`src/acl_pkg.sv`:
```
// Shared constants for the rule-table action stage: register map, entry
// word layout, reset values and tick timing.
// Assumes a single 250 MHz core clock and a 32-bit AXI4-Lite register bus.
package acl_pkg;

  localparam int ACL_ENTRIES = 16;
  localparam int ACL_IDX_W = 4;
  localparam int ACL_PORTS = 7;
  localparam int ACL_LIMIT_W = 11;

  // Register byte offsets.
  localparam logic [7:0] ACL_OFS_CTRL = 8'h00;
  localparam logic [7:0] ACL_OFS_ACC_DATA = 8'h04;
  localparam logic [7:0] ACL_OFS_ACC_CTRL = 8'h08;
  localparam logic [7:0] ACL_OFS_INT_STAT = 8'h0c;
  localparam logic [7:0] ACL_OFS_INT_MASK = 8'h10;
  localparam logic [7:0] ACL_OFS_GLB_STAT = 8'h14;
  localparam logic [7:0] ACL_OFS_GLB_MASK = 8'h18;
  localparam logic [7:0] ACL_OFS_EVT_STAT = 8'h1c;

  // Access control fields.
  localparam int ACL_ACC_IDX_LSB = 0;
  localparam int ACL_ACC_WR_BIT = 4;

  // Entry word layout; the low eleven bits double as the tally limit.
  localparam int ACL_F_MAPOP_LSB = 0;
  localparam int ACL_F_RMKVAL_LSB = 2;
  localparam int ACL_F_RMKON_BIT = 5;
  localparam int ACL_F_PRIO_LSB = 6;
  localparam int ACL_F_PMODE_LSB = 9;
  localparam int ACL_F_UNIT_BIT = 11;
  localparam int ACL_F_ALGO_BIT = 12;
  localparam int ACL_F_KIND_LSB = 13;
  localparam int ACL_F_CSEL_LSB = 15;
  localparam int ACL_F_FWD_LSB = 17;

  localparam logic [1:0] ACL_KIND_OFF = 2'h0;
  localparam logic [1:0] ACL_KIND_L2 = 2'h1;
  localparam logic [1:0] ACL_CSEL_COUNT = 2'h0;

  localparam logic [1:0] ACL_PM_QOS = 2'h0;
  localparam logic [1:0] ACL_PM_IF_GT = 2'h1;
  localparam logic [1:0] ACL_PM_IF_LT = 2'h2;
  localparam logic [1:0] ACL_PM_ALWAYS = 2'h3;

  localparam logic [1:0] ACL_MAP_KEEP = 2'h0;
  localparam logic [1:0] ACL_MAP_OR = 2'h1;
  localparam logic [1:0] ACL_MAP_AND = 2'h2;
  localparam logic [1:0] ACL_MAP_REPL = 2'h3;

  localparam logic [31:0] ACL_ENTRY_RST = 32'h0000_0000;
  localparam logic [1:0] ACL_RESP_OKAY = 2'h0;
  localparam logic [1:0] ACL_RESP_SLVERR = 2'h2;

  // Tick timing.
  localparam int ACL_CLK_PERIOD_PS = 4000;
  localparam int ACL_US_PS = 1000000;
  localparam int ACL_CYC_PER_US = ACL_US_PS / ACL_CLK_PERIOD_PS;
  localparam int ACL_US_PER_MS = 1000;

endpackage

```
`src/acl_tally.sv`:
```
// One count-mode tally for a single rule-table entry.
// Assumes one-cycle tick pulses and hit pulses on the same clock.
`timescale 1ns/10ps
`default_nettype none
module acl_tally
  import acl_pkg::*;
(
  input wire logic i_clk_sys, // core clock
  input wire logic i_reset_n, // sync reset, low
  input wire logic i_on, // entry is in count mode
  input wire logic i_algo, // 0 timeout, 1 frame count
  input wire logic i_unit, // 0 us, 1 ms
  input wire logic [ACL_LIMIT_W-1:0] i_limit, // tally limit
  input wire logic i_tick_us, // microsecond pulse
  input wire logic i_tick_ms, // millisecond pulse
  input wire logic i_hit, // matching frame pulse
  output logic o_expire // one-cycle event pulse
);

  typedef struct packed {
    logic armed;
    logic [ACL_LIMIT_W-1:0] cnt;
    logic expire;
  } acl_tally_s;

  acl_tally_s s_q, s_d;
  logic tick;

  assign o_expire = s_q.expire;

  always_comb begin
    s_d = s_q;
    s_d.expire = 1'b0;
    tick = i_unit ? i_tick_ms : i_tick_us;
    if (!i_on) begin
      s_d.armed = 1'b0;
      s_d.cnt = '0;
    end else if (!i_algo) begin
      // A fresh frame restarts the window, so it beats a tick.
      if (i_hit) begin
        s_d.armed = 1'b1;
        s_d.cnt = i_limit;
      end else if (s_q.armed && tick) begin
        if (s_q.cnt <= ACL_LIMIT_W'(1)) begin
          s_d.armed = 1'b0;
          s_d.cnt = '0;
          s_d.expire = 1'b1;
        end else begin
          s_d.cnt = s_q.cnt - ACL_LIMIT_W'(1);
        end
      end
    end else if (i_hit) begin
      // Ticks are ignored here; the count restarts from zero.
      if (s_q.cnt + ACL_LIMIT_W'(1) == i_limit) begin
        s_d.cnt = '0;
        s_d.expire = 1'b1;
      end else begin
        s_d.cnt = s_q.cnt + ACL_LIMIT_W'(1);
      end
    end
  end

  always_ff @(posedge i_clk_sys) begin
    if (!i_reset_n) begin
      s_q <= '0;
    end else begin
      s_q <= s_d;
    end
  end

endmodule
`default_nettype wire

```
`src/acl_action_engine.sv`:
```
// Rule-table action stage for one switch port, with AXI4-Lite registers.
// Assumes the lookup stage delivers one frame result per valid pulse,
// with the hit entry index already resolved by the matching logic.
//
// The register offsets and the AXI4-Lite interface to the registers were decided locally.
`timescale 1ns/10ps
`default_nettype none
module acl_action_engine
  import acl_pkg::*;
#(
  parameter int NPORTS = ACL_PORTS
)(
  input wire logic i_clk_sys, // core clock
  input wire logic i_reset_n, // sync reset, low
  // AXI4-Lite slave.
  input wire logic i_awvalid, // write address valid
  output logic o_awready, // write address ready
  input wire logic [7:0] i_awaddr, // write byte address
  input wire logic i_wvalid, // write data valid
  output logic o_wready, // write data ready
  input wire logic [31:0] i_wdata, // write data
  input wire logic [3:0] i_wstrb, // byte strobes
  output logic o_bvalid, // write response valid
  input wire logic i_bready, // write response ready
  output logic [1:0] o_bresp, // write response
  input wire logic i_arvalid, // read address valid
  output logic o_arready, // read address ready
  input wire logic [7:0] i_araddr, // read byte address
  output logic o_rvalid, // read data valid
  input wire logic i_rready, // read data ready
  output logic [31:0] o_rdata, // read data
  output logic [1:0] o_rresp, // read response
  // Frame result from lookup and classification.
  input wire logic i_frm_valid, // one pulse per frame
  input wire logic i_frm_hit, // an entry matched
  input wire logic [ACL_IDX_W-1:0] i_frm_idx, // matched entry
  input wire logic [2:0] i_frm_qos_prio, // QoS priority
  input wire logic [2:0] i_frm_pcp, // frame PCP bits
  input wire logic [NPORTS-1:0] i_frm_fwd_map, // lookup port map
  // Action result toward forwarding.
  output logic o_act_valid, // result pulse
  output logic [2:0] o_act_prio, // final priority
  output logic [2:0] o_act_pcp, // final PCP bits
  output logic [NPORTS-1:0] o_act_fwd_map, // final port map
  output logic o_port_irq, // port-level interrupt
  output logic o_irq // global interrupt
);

  typedef struct packed {
    logic [ACL_ENTRIES-1:0][31:0] table_q;
    logic enable;
    logic [31:0] acc_data;
    logic [ACL_IDX_W-1:0] acc_idx;
    logic int_stat;
    logic int_mask;
    logic glb_mask;
    logic [ACL_ENTRIES-1:0] evt;
    logic aw_got;
    logic [7:0] awaddr;
    logic w_got;
    logic [31:0] wdata;
    logic [3:0] wstrb;
    logic awready;
    logic wready;
    logic bvalid;
    logic [1:0] bresp;
    logic arready;
    logic rvalid;
    logic [31:0] rdata;
    logic [1:0] rresp;
    logic act_valid;
    logic [2:0] act_prio;
    logic [2:0] act_pcp;
    logic [NPORTS-1:0] act_fwd;
    logic port_irq;
    logic irq;
    logic [7:0] us_div;
    logic [9:0] ms_div;
    logic tick_us;
    logic tick_ms;
  } acl_state_s;

  acl_state_s s_q, s_d;
  logic [ACL_ENTRIES-1:0] expire;
  logic [ACL_ENTRIES-1:0] hit_pulse;
  logic [ACL_ENTRIES-1:0] count_on;

  function automatic logic is_count(input logic [31:0] e);
    return e[ACL_F_KIND_LSB +: 2] == ACL_KIND_L2 &&
           e[ACL_F_CSEL_LSB +: 2] == ACL_CSEL_COUNT;
  endfunction

  function automatic logic [31:0] merge(input logic [31:0] old,
                                        input logic [31:0] val,
                                        input logic [3:0] strb);
    logic [31:0] r;
    r = old;
    for (int b = 0; b < 4; b++) begin
      if (strb[b]) begin
        r[8*b +: 8] = val[8*b +: 8];
      end
    end
    return r;
  endfunction

  assign o_awready = s_q.awready;
  assign o_wready = s_q.wready;
  assign o_bvalid = s_q.bvalid;
  assign o_bresp = s_q.bresp;
  assign o_arready = s_q.arready;
  assign o_rvalid = s_q.rvalid;
  assign o_rdata = s_q.rdata;
  assign o_rresp = s_q.rresp;
  assign o_act_valid = s_q.act_valid;
  assign o_act_prio = s_q.act_prio;
  assign o_act_pcp = s_q.act_pcp;
  assign o_act_fwd_map = s_q.act_fwd;
  assign o_port_irq = s_q.port_irq;
  assign o_irq = s_q.irq;

  for (genvar g = 0; g < ACL_ENTRIES; g++) begin : g_tally
    assign count_on[g] = s_q.enable && is_count(s_q.table_q[g]);
    assign hit_pulse[g] = i_frm_valid && i_frm_hit && count_on[g] &&
                          i_frm_idx == ACL_IDX_W'(g);
    acl_tally u_tally (
      .i_clk_sys(i_clk_sys),
      .i_reset_n(i_reset_n),
      .i_on(count_on[g]),
      .i_algo(s_q.table_q[g][ACL_F_ALGO_BIT]),
      .i_unit(s_q.table_q[g][ACL_F_UNIT_BIT]),
      .i_limit(s_q.table_q[g][ACL_LIMIT_W-1:0]),
      .i_tick_us(s_q.tick_us),
      .i_tick_ms(s_q.tick_ms),
      .i_hit(hit_pulse[g]),
      .o_expire(expire[g])
    );
  end

  always_comb begin
    logic [31:0] ent;
    logic [31:0] rd;
    logic [1:0] pmode;
    logic [2:0] rprio;
    logic [NPORTS-1:0] mask;
    logic [7:0] wa;
    logic clr_stat;
    logic [ACL_ENTRIES-1:0] clr_evt;
    logic hit_ok;
    ent = s_q.table_q[i_frm_idx];
    rd = '0;
    pmode = ent[ACL_F_PMODE_LSB +: 2];
    rprio = ent[ACL_F_PRIO_LSB +: 3];
    mask = ent[ACL_F_FWD_LSB +: NPORTS];
    wa = s_q.awaddr;
    clr_stat = 1'b0;
    clr_evt = '0;
    hit_ok = 1'b0;
    s_d = s_q;

    // Tick dividers: one-cycle enables for microseconds and milliseconds.
    s_d.tick_us = 1'b0;
    s_d.tick_ms = 1'b0;
    if (s_q.us_div == 8'(ACL_CYC_PER_US - 1)) begin
      s_d.us_div = '0;
      s_d.tick_us = 1'b1;
      if (s_q.ms_div == 10'(ACL_US_PER_MS - 1)) begin
        s_d.ms_div = '0;
        s_d.tick_ms = 1'b1;
      end else begin
        s_d.ms_div = s_q.ms_div + 10'h001;
      end
    end else begin
      s_d.us_div = s_q.us_div + 8'h01;
    end

    // Frame actions; count-mode and disabled entries pass the frame as is.
    // Results hold between frames so forwarding may sample them late.
    hit_ok = i_frm_valid && i_frm_hit && s_q.enable && !is_count(ent) &&
             ent[ACL_F_KIND_LSB +: 2] != ACL_KIND_OFF;
    s_d.act_valid = i_frm_valid;
    if (i_frm_valid) begin
      s_d.act_prio = i_frm_qos_prio;
      s_d.act_pcp = i_frm_pcp;
      s_d.act_fwd = i_frm_fwd_map;
    end
    if (hit_ok) begin
      case (pmode)
        ACL_PM_QOS: s_d.act_prio = i_frm_qos_prio;
        ACL_PM_IF_GT: begin
          if (rprio > i_frm_qos_prio) s_d.act_prio = rprio;
        end
        ACL_PM_IF_LT: begin
          if (rprio < i_frm_qos_prio) s_d.act_prio = rprio;
        end
        default: s_d.act_prio = rprio;
      endcase
      if (ent[ACL_F_RMKON_BIT]) begin
        s_d.act_pcp = ent[ACL_F_RMKVAL_LSB +: 3];
      end
      case (ent[ACL_F_MAPOP_LSB +: 2])
        ACL_MAP_KEEP: s_d.act_fwd = i_frm_fwd_map;
        ACL_MAP_OR: s_d.act_fwd = i_frm_fwd_map | mask;
        ACL_MAP_AND: s_d.act_fwd = i_frm_fwd_map & mask;
        default: s_d.act_fwd = mask;
      endcase
    end

    // Write channel: address and data taken in either order.
    if (s_q.awready && i_awvalid) begin
      s_d.aw_got = 1'b1;
      s_d.awaddr = i_awaddr;
    end
    if (s_q.wready && i_wvalid) begin
      s_d.w_got = 1'b1;
      s_d.wdata = i_wdata;
      s_d.wstrb = i_wstrb;
    end
    if (s_q.bvalid && i_bready) begin
      s_d.bvalid = 1'b0;
    end
    if (s_q.aw_got && s_q.w_got && !s_q.bvalid) begin
      s_d.aw_got = 1'b0;
      s_d.w_got = 1'b0;
      s_d.bvalid = 1'b1;
      s_d.bresp = ACL_RESP_OKAY;
      case (wa)
        ACL_OFS_CTRL: begin
          if (s_q.wstrb[0]) s_d.enable = s_q.wdata[0];
        end
        ACL_OFS_ACC_DATA: begin
          s_d.acc_data = merge(s_q.acc_data, s_q.wdata, s_q.wstrb);
        end
        ACL_OFS_ACC_CTRL: begin
          if (s_q.wstrb[0]) begin
            s_d.acc_idx = s_q.wdata[ACL_ACC_IDX_LSB +: ACL_IDX_W];
            if (s_q.wdata[ACL_ACC_WR_BIT]) begin
              s_d.table_q[s_q.wdata[ACL_ACC_IDX_LSB +: ACL_IDX_W]] =
                s_q.acc_data;
            end
          end
        end
        ACL_OFS_INT_STAT: clr_stat = s_q.wstrb[0] && s_q.wdata[0];
        ACL_OFS_INT_MASK: begin
          if (s_q.wstrb[0]) s_d.int_mask = s_q.wdata[0];
        end
        ACL_OFS_GLB_MASK: begin
          if (s_q.wstrb[0]) s_d.glb_mask = s_q.wdata[0];
        end
        ACL_OFS_EVT_STAT: begin
          clr_evt = s_q.wdata[ACL_ENTRIES-1:0] &
                    {{8{s_q.wstrb[1]}}, {8{s_q.wstrb[0]}}};
        end
        ACL_OFS_GLB_STAT: s_d.bresp = ACL_RESP_OKAY;
        default: s_d.bresp = ACL_RESP_SLVERR;
      endcase
    end

    // Only tally expiries feed status; a new event beats a same-cycle clear.
    s_d.evt = (s_q.evt & ~clr_evt) | expire;
    s_d.int_stat = (s_q.int_stat && !clr_stat) || (|expire);
    s_d.port_irq = s_d.int_stat && s_d.int_mask;
    s_d.irq = s_d.port_irq && s_d.glb_mask;

    // Read channel.
    if (s_q.rvalid && i_rready) begin
      s_d.rvalid = 1'b0;
    end
    if (s_q.arready && i_arvalid) begin
      s_d.rvalid = 1'b1;
      s_d.rresp = ACL_RESP_OKAY;
      case (i_araddr)
        ACL_OFS_CTRL: rd[0] = s_q.enable;
        ACL_OFS_ACC_DATA: rd = s_q.table_q[s_q.acc_idx];
        ACL_OFS_ACC_CTRL: rd[ACL_ACC_IDX_LSB +: ACL_IDX_W] = s_q.acc_idx;
        ACL_OFS_INT_STAT: rd[0] = s_q.int_stat;
        ACL_OFS_INT_MASK: rd[0] = s_q.int_mask;
        ACL_OFS_GLB_STAT: rd[0] = s_q.port_irq;
        ACL_OFS_GLB_MASK: rd[0] = s_q.glb_mask;
        ACL_OFS_EVT_STAT: rd[ACL_ENTRIES-1:0] = s_q.evt;
        default: s_d.rresp = ACL_RESP_SLVERR;
      endcase
      s_d.rdata = rd;
    end

    // Ready flags are registered so the bus sees flop outputs only.
    s_d.awready = !s_d.aw_got && !s_d.bvalid;
    s_d.wready = !s_d.w_got && !s_d.bvalid;
    s_d.arready = !s_d.rvalid;
  end

  always_ff @(posedge i_clk_sys) begin
    if (!i_reset_n) begin
      s_q <= '0;
      for (int i = 0; i < ACL_ENTRIES; i++) begin
        s_q.table_q[i] <= ACL_ENTRY_RST;
      end
    end else begin
      s_q <= s_d;
    end
  end

endmodule
`default_nettype wire

```
`config.mk`:
```
export PLATFORM = sky130hd
export DESIGN_NAME = acl_action_engine
export DESIGN_NICKNAME = d
export VERILOG_FILES = /design/src/acl_pkg.sv /design/src/acl_tally.sv /design/src/acl_action_engine.sv
export SDC_FILE = /design/constraint.sdc
export NUM_CORES = 2
export LEC_CHECK = 0
export ABC_AREA = 0
export BUFFER_PORTS_ARGS = -buffer_cell sky130_fd_sc_hd__buf_2
export CORE_ASPECT_RATIO = 1.5
export CORE_MARGIN = 2
export CORE_UTILIZATION = 45
export DETAILED_ROUTE_END_ITERATION = 10
export SKIP_CTS_REPAIR_TIMING = 1
export SYNTH_ARGS = -nofsm -noshare
export SYNTH_HDL_FRONTEND = slang
export SYNTH_SLANG_ARGS = --single-unit
```
`constraint.sdc`:
```
create_clock -name i_clk_sys -period 5.3 [get_ports i_clk_sys]
set_input_delay 1.06 -clock i_clk_sys [delete_from_list [all_inputs] [get_ports i_clk_sys]]
set_output_delay 1.06 -clock i_clk_sys [all_outputs]
set_load 0.01 [all_outputs]
```
==> summary.md <==
| Metric | Value |
|---|---|
| Core ar. | 117,500 um^2 |
| Crit. Startpoint | i_frm_idx[1] |
| Status | completed |
| Antenna Nets Post-Route | 0 |
| # IOs | 135 |
| Final setup TNS | 0 ns |
| Worst-skew pair later-pin latency | 0.73 ns |
| CP peak stage delay | 0.65 ns |
| Avg Cell Area, Syn | 8.291 um^2 |
| CTS tree | built |
| Reg2Reg Setup Slack | approximately 1.4 ns |
| RSZ-0062 raised after global routing | no |
| PwrDens | 249.1 nW/um^2 |
| CTS Buf Count | 93 |
| Min Clock Period, post-route | 3.905 ns |
| WL/cell | 25.50 um |
| Worst Clk Skew | 0.04676 ns |
| Gr usage total | 32.06% |
| Drc violations | 0 |
| Reg2reg end | s_q[230] |
| Maximum VDD drop | 0.3438 mV |
| Final setup viols | 0 |
| Initial antenna violation count | 9 |
| Max Clock Freq | 256.1 MHz |
| FF+latch count, synth | about 900 |
| Max cap viols | 0 |
| Die extent in y | 425.8 um |
| CTS Sinks | 897 |
| Row count | 154 |
| Post-synthesis sequential area ratio | 33.64% |
| Critical Path RT | 5.92 ns |
| Crit path DAT | ~4.5 ns |
| Post-synth EDFFs | 0 |
| Initial core utilization | 45.41% |
| Yosys warns | 0 |
| Routed WL | 199,700 um |
| H-tree lvl count | 3 |
| Clock Tree Buf Depth | 3 |
| Filler Cells Inserted | 11,356 |
| HPWL Detailed | 142,400 um |
| Area occupied by multi-input gates | between 30,000 and 40,000 um^2 |
| R2r startpoint | s_q[77] |
| Global-route wire length before repair | 297,000 um |
| Area growth, synth to finish | 8.134% |
| Share of layout cells above drive strength 1 | 12.33% |
| Clock slew at reported path FFs | 0.06 ns |
| Number of global-route vias before repair | 46,487 |
| Hold WC Path Type | register to register |
| Largest net degree at the start of global routing | 136 |
| Tot Pwr | around 14 mW |
| Overflow after GRT | 0 |
| CP Cell Sequence | buf_4 -> buf_4 -> and2_1 -> o21ai_0 -> a41o_1 -> a31oi_1 -> or3_1 -> nand2_1 -> o221a_2 |
| Sequential Area | 17,970 um^2 |
| CP Capture Type | register |
| Pleak | 19.72 nW |
| Length in cells of the worst reg-to-reg path | 8 |
| Die area | 121,400 um^2 |
| Synthesized area | 53,380 um^2 |
| Iteration-0 DRC Markers | about 4,400 |
| Worst-path maximum fanout | 36 |
| I/O Buffers | 132 |
| Die W | 285.2 um |
| Via/cell ratio | 6.242 |
| Crit path capture | o_act_prio[1] |
| Asr flop ratio synth | 0% |
| Ys flop type | dfxtp_1 |
| Slew Viols, Final | 0 |
| Tcrit/Tclk final | 73.67% |
| Setup Crit Path Kind | input pin to register |
| Slowest stage cell on the critical path | and2_1 |
| Worst Setup Start Kind | input pin |
| Worst-margin pin slew | 1.434 ns |
| Vias | 48,888 |
| Final net count | roughly 6,300 |
| Final hold violation count | 0 |
| Headroom to the max-slew limit | 4.292% |
| Post-Synthesis Cells | 6,438 |
| Post-synth cell types | 107 |
| Total iterations of the first detailed-routing run | 6 |
| Critical path's most frequent cell | buf_4 |
| CTS Root Cell | clkbuf_16 |
| GP Congestion | ~1.0 |
## worst min-delay path by stage
| stage | start | end | slack (ns) | depth (start not counted) |
|---|---|---|---|---|
| 2_1_floorplan | o_rdata[0] | o_rdata[0] | 0.43 | 2 |
| 3_3_place_gp | s_q[332] | s_q[332] | 0.44 | 2 |
| 3_5_place_dp | s_q[337] | s_q[337] | 0.44 | 2 |
| 4_1_cts | s_q[337] | s_q[337] | 0.45 | 2 |
| 5_1_grt | s_q[464] | s_q[464] | 0.47 | 2 |
| 6_report | s_q[685] | s_q[685] | 0.45 | 2 |
## state kept, by name, indices dropped and copies added (netlist names), 3 cells and up
signal / flops
g_tally.u_tally.o_expire: 16
o_rdata: 32
o_act_pcp: 3
g_tally.u_tally.s_q: 192
o_act_fwd_map: 7
s_q: 634
o_act_prio: 3
## where the power goes
group	total [mW]	leakage, nW	internal (mW)	switching [mW]
Combinational	0.419	10.9	0.128	0.291
Clock	7.15	1.59	4.07	3.08
Sequential	6.81	7.24	6.77	0.0376
Total	14.4	19.7	11.0	3.41
## cell families (layout without fill, tap and decap cells)
logic type / after synthesis / after routing / share of synthesized area, %
buf+inv: 752 / 581 / 6.284
flops: 897 / 897 / 33.64
fa+ha+maj: 54 / 54 / 1.266
compound gates: 1493 / 1493 / 17.77
mux: 424 / 424 / 13.37
xor+xnor: 378 / 378 / 6.460
other cells: 1 / 6 / 0.007025
simple gates: 2439 / 2439 / 21.20
## layout by cell type, fill, tap and decap left out, drive strengths merged, types with 152 or more instances in the layout
master / synthesis / routed
nand2: 1181 / 1181
dfxtp: 897 / 897
a21oi: 740 / 740
nor2: 418 / 418
buf: 252 / 273
xnor2: 235 / 235
mux4: 229 / 229
o21ai: 199 / 199
mux2i: 174 / 174
nor3: 158 / 158
nand3: 152 / 152
## critical path, delay by kind of cell
family	cells	cell delay (ns)
AO/OA/AOI/OAI	4	0.96
buffers and inverters	2	1.01
AND/OR/NAND/NOR	3	1.41
## per-layer routing
layer	up-vias	global-route usage, %	wire length (um)
li1	22486	-	-
met1	23675	35.90	72200
met2	2097	54.59	96140
met3	618	5.471	14640
met4	12	24.00	16650
met5	-	0	82
## synthesized netlist by cell type, types with 11 or more instances
cell type / n / share of area (%)
nor4b_1: 22 / 0.36
a21o_1: 15 / 0.21
o31ai_1: 17 / 0.24
o21a_1: 36 / 0.51
o2111ai_1: 16 / 0.26
or3_1: 24 / 0.28
mux4_2: 229 / 9.7
xnor2_1: 235 / 3.9
buf_2: 147 / 1.4
a22oi_1: 40 / 0.56
or4_1: 18 / 0.25
xor2_1: 133 / 2.2
nor3b_1: 32 / 0.45
nand3b_1: 18 / 0.25
nor3_1: 153 / 1.4
and4_1: 37 / 0.61
a221oi_1: 127 / 2.1
a31oi_1: 33 / 0.39
mux2i_1: 174 / 3.3
nand3_1: 152 / 1.4
buf_1: 21 / 0.15
nand2b_1: 39 / 0.46
o211ai_1: 11 / 0.15
o21ai_0: 196 / 1.8
inv_1: 131 / 0.92
buf_4: 76 / 1.1
a211oi_1: 61 / 0.86
a21oi_1: 738 / 6.9
ha_1: 54 / 1.3
nor2_1: 415 / 2.9
dfxtp_1: 897 / 34
and2_1: 38 / 0.45
clkbuf_1: 365 / 2.6
nor2b_1: 63 / 0.74
nor4_1: 55 / 0.64
and3_1: 62 / 0.73
nand4_1: 67 / 0.79
a221o_1: 43 / 0.81
nand2_1: 1181 / 8.3
o221a_2: 15 / 0.32
o211a_1: 24 / 0.45
mux2_2: 21 / 0.44
## through the flow
stage	worst slack, ns	cells	hold slack [ns]	area (um^2)	util (%)
3_3_place_gp	0.7433	7653	0.4385	54410	46.29
2_1_floorplan	1.176	6439	0.4323	53380	-
3_5_place_dp	0.7527	7653	0.4435	54410	46.29
6_report	1.395	7832	0.4515	57720	49.11
5_1_grt	1.212	7828	0.4688	57710	49.10
4_1_cts	1.452	7828	0.4522	57710	49.10
## layout make-up
class,instances,share of cell area [%]
multi-input cells,4790,55.71
inverters,133,0.8779
clock buffers,127,4.567
well taps,1560,3.382
clock inverters,48,1.155
flip-flops and latches,897,31.13
repair buffers,273,3.160
diodes,4,0.01734
Power figures use the tool's default switching activity.
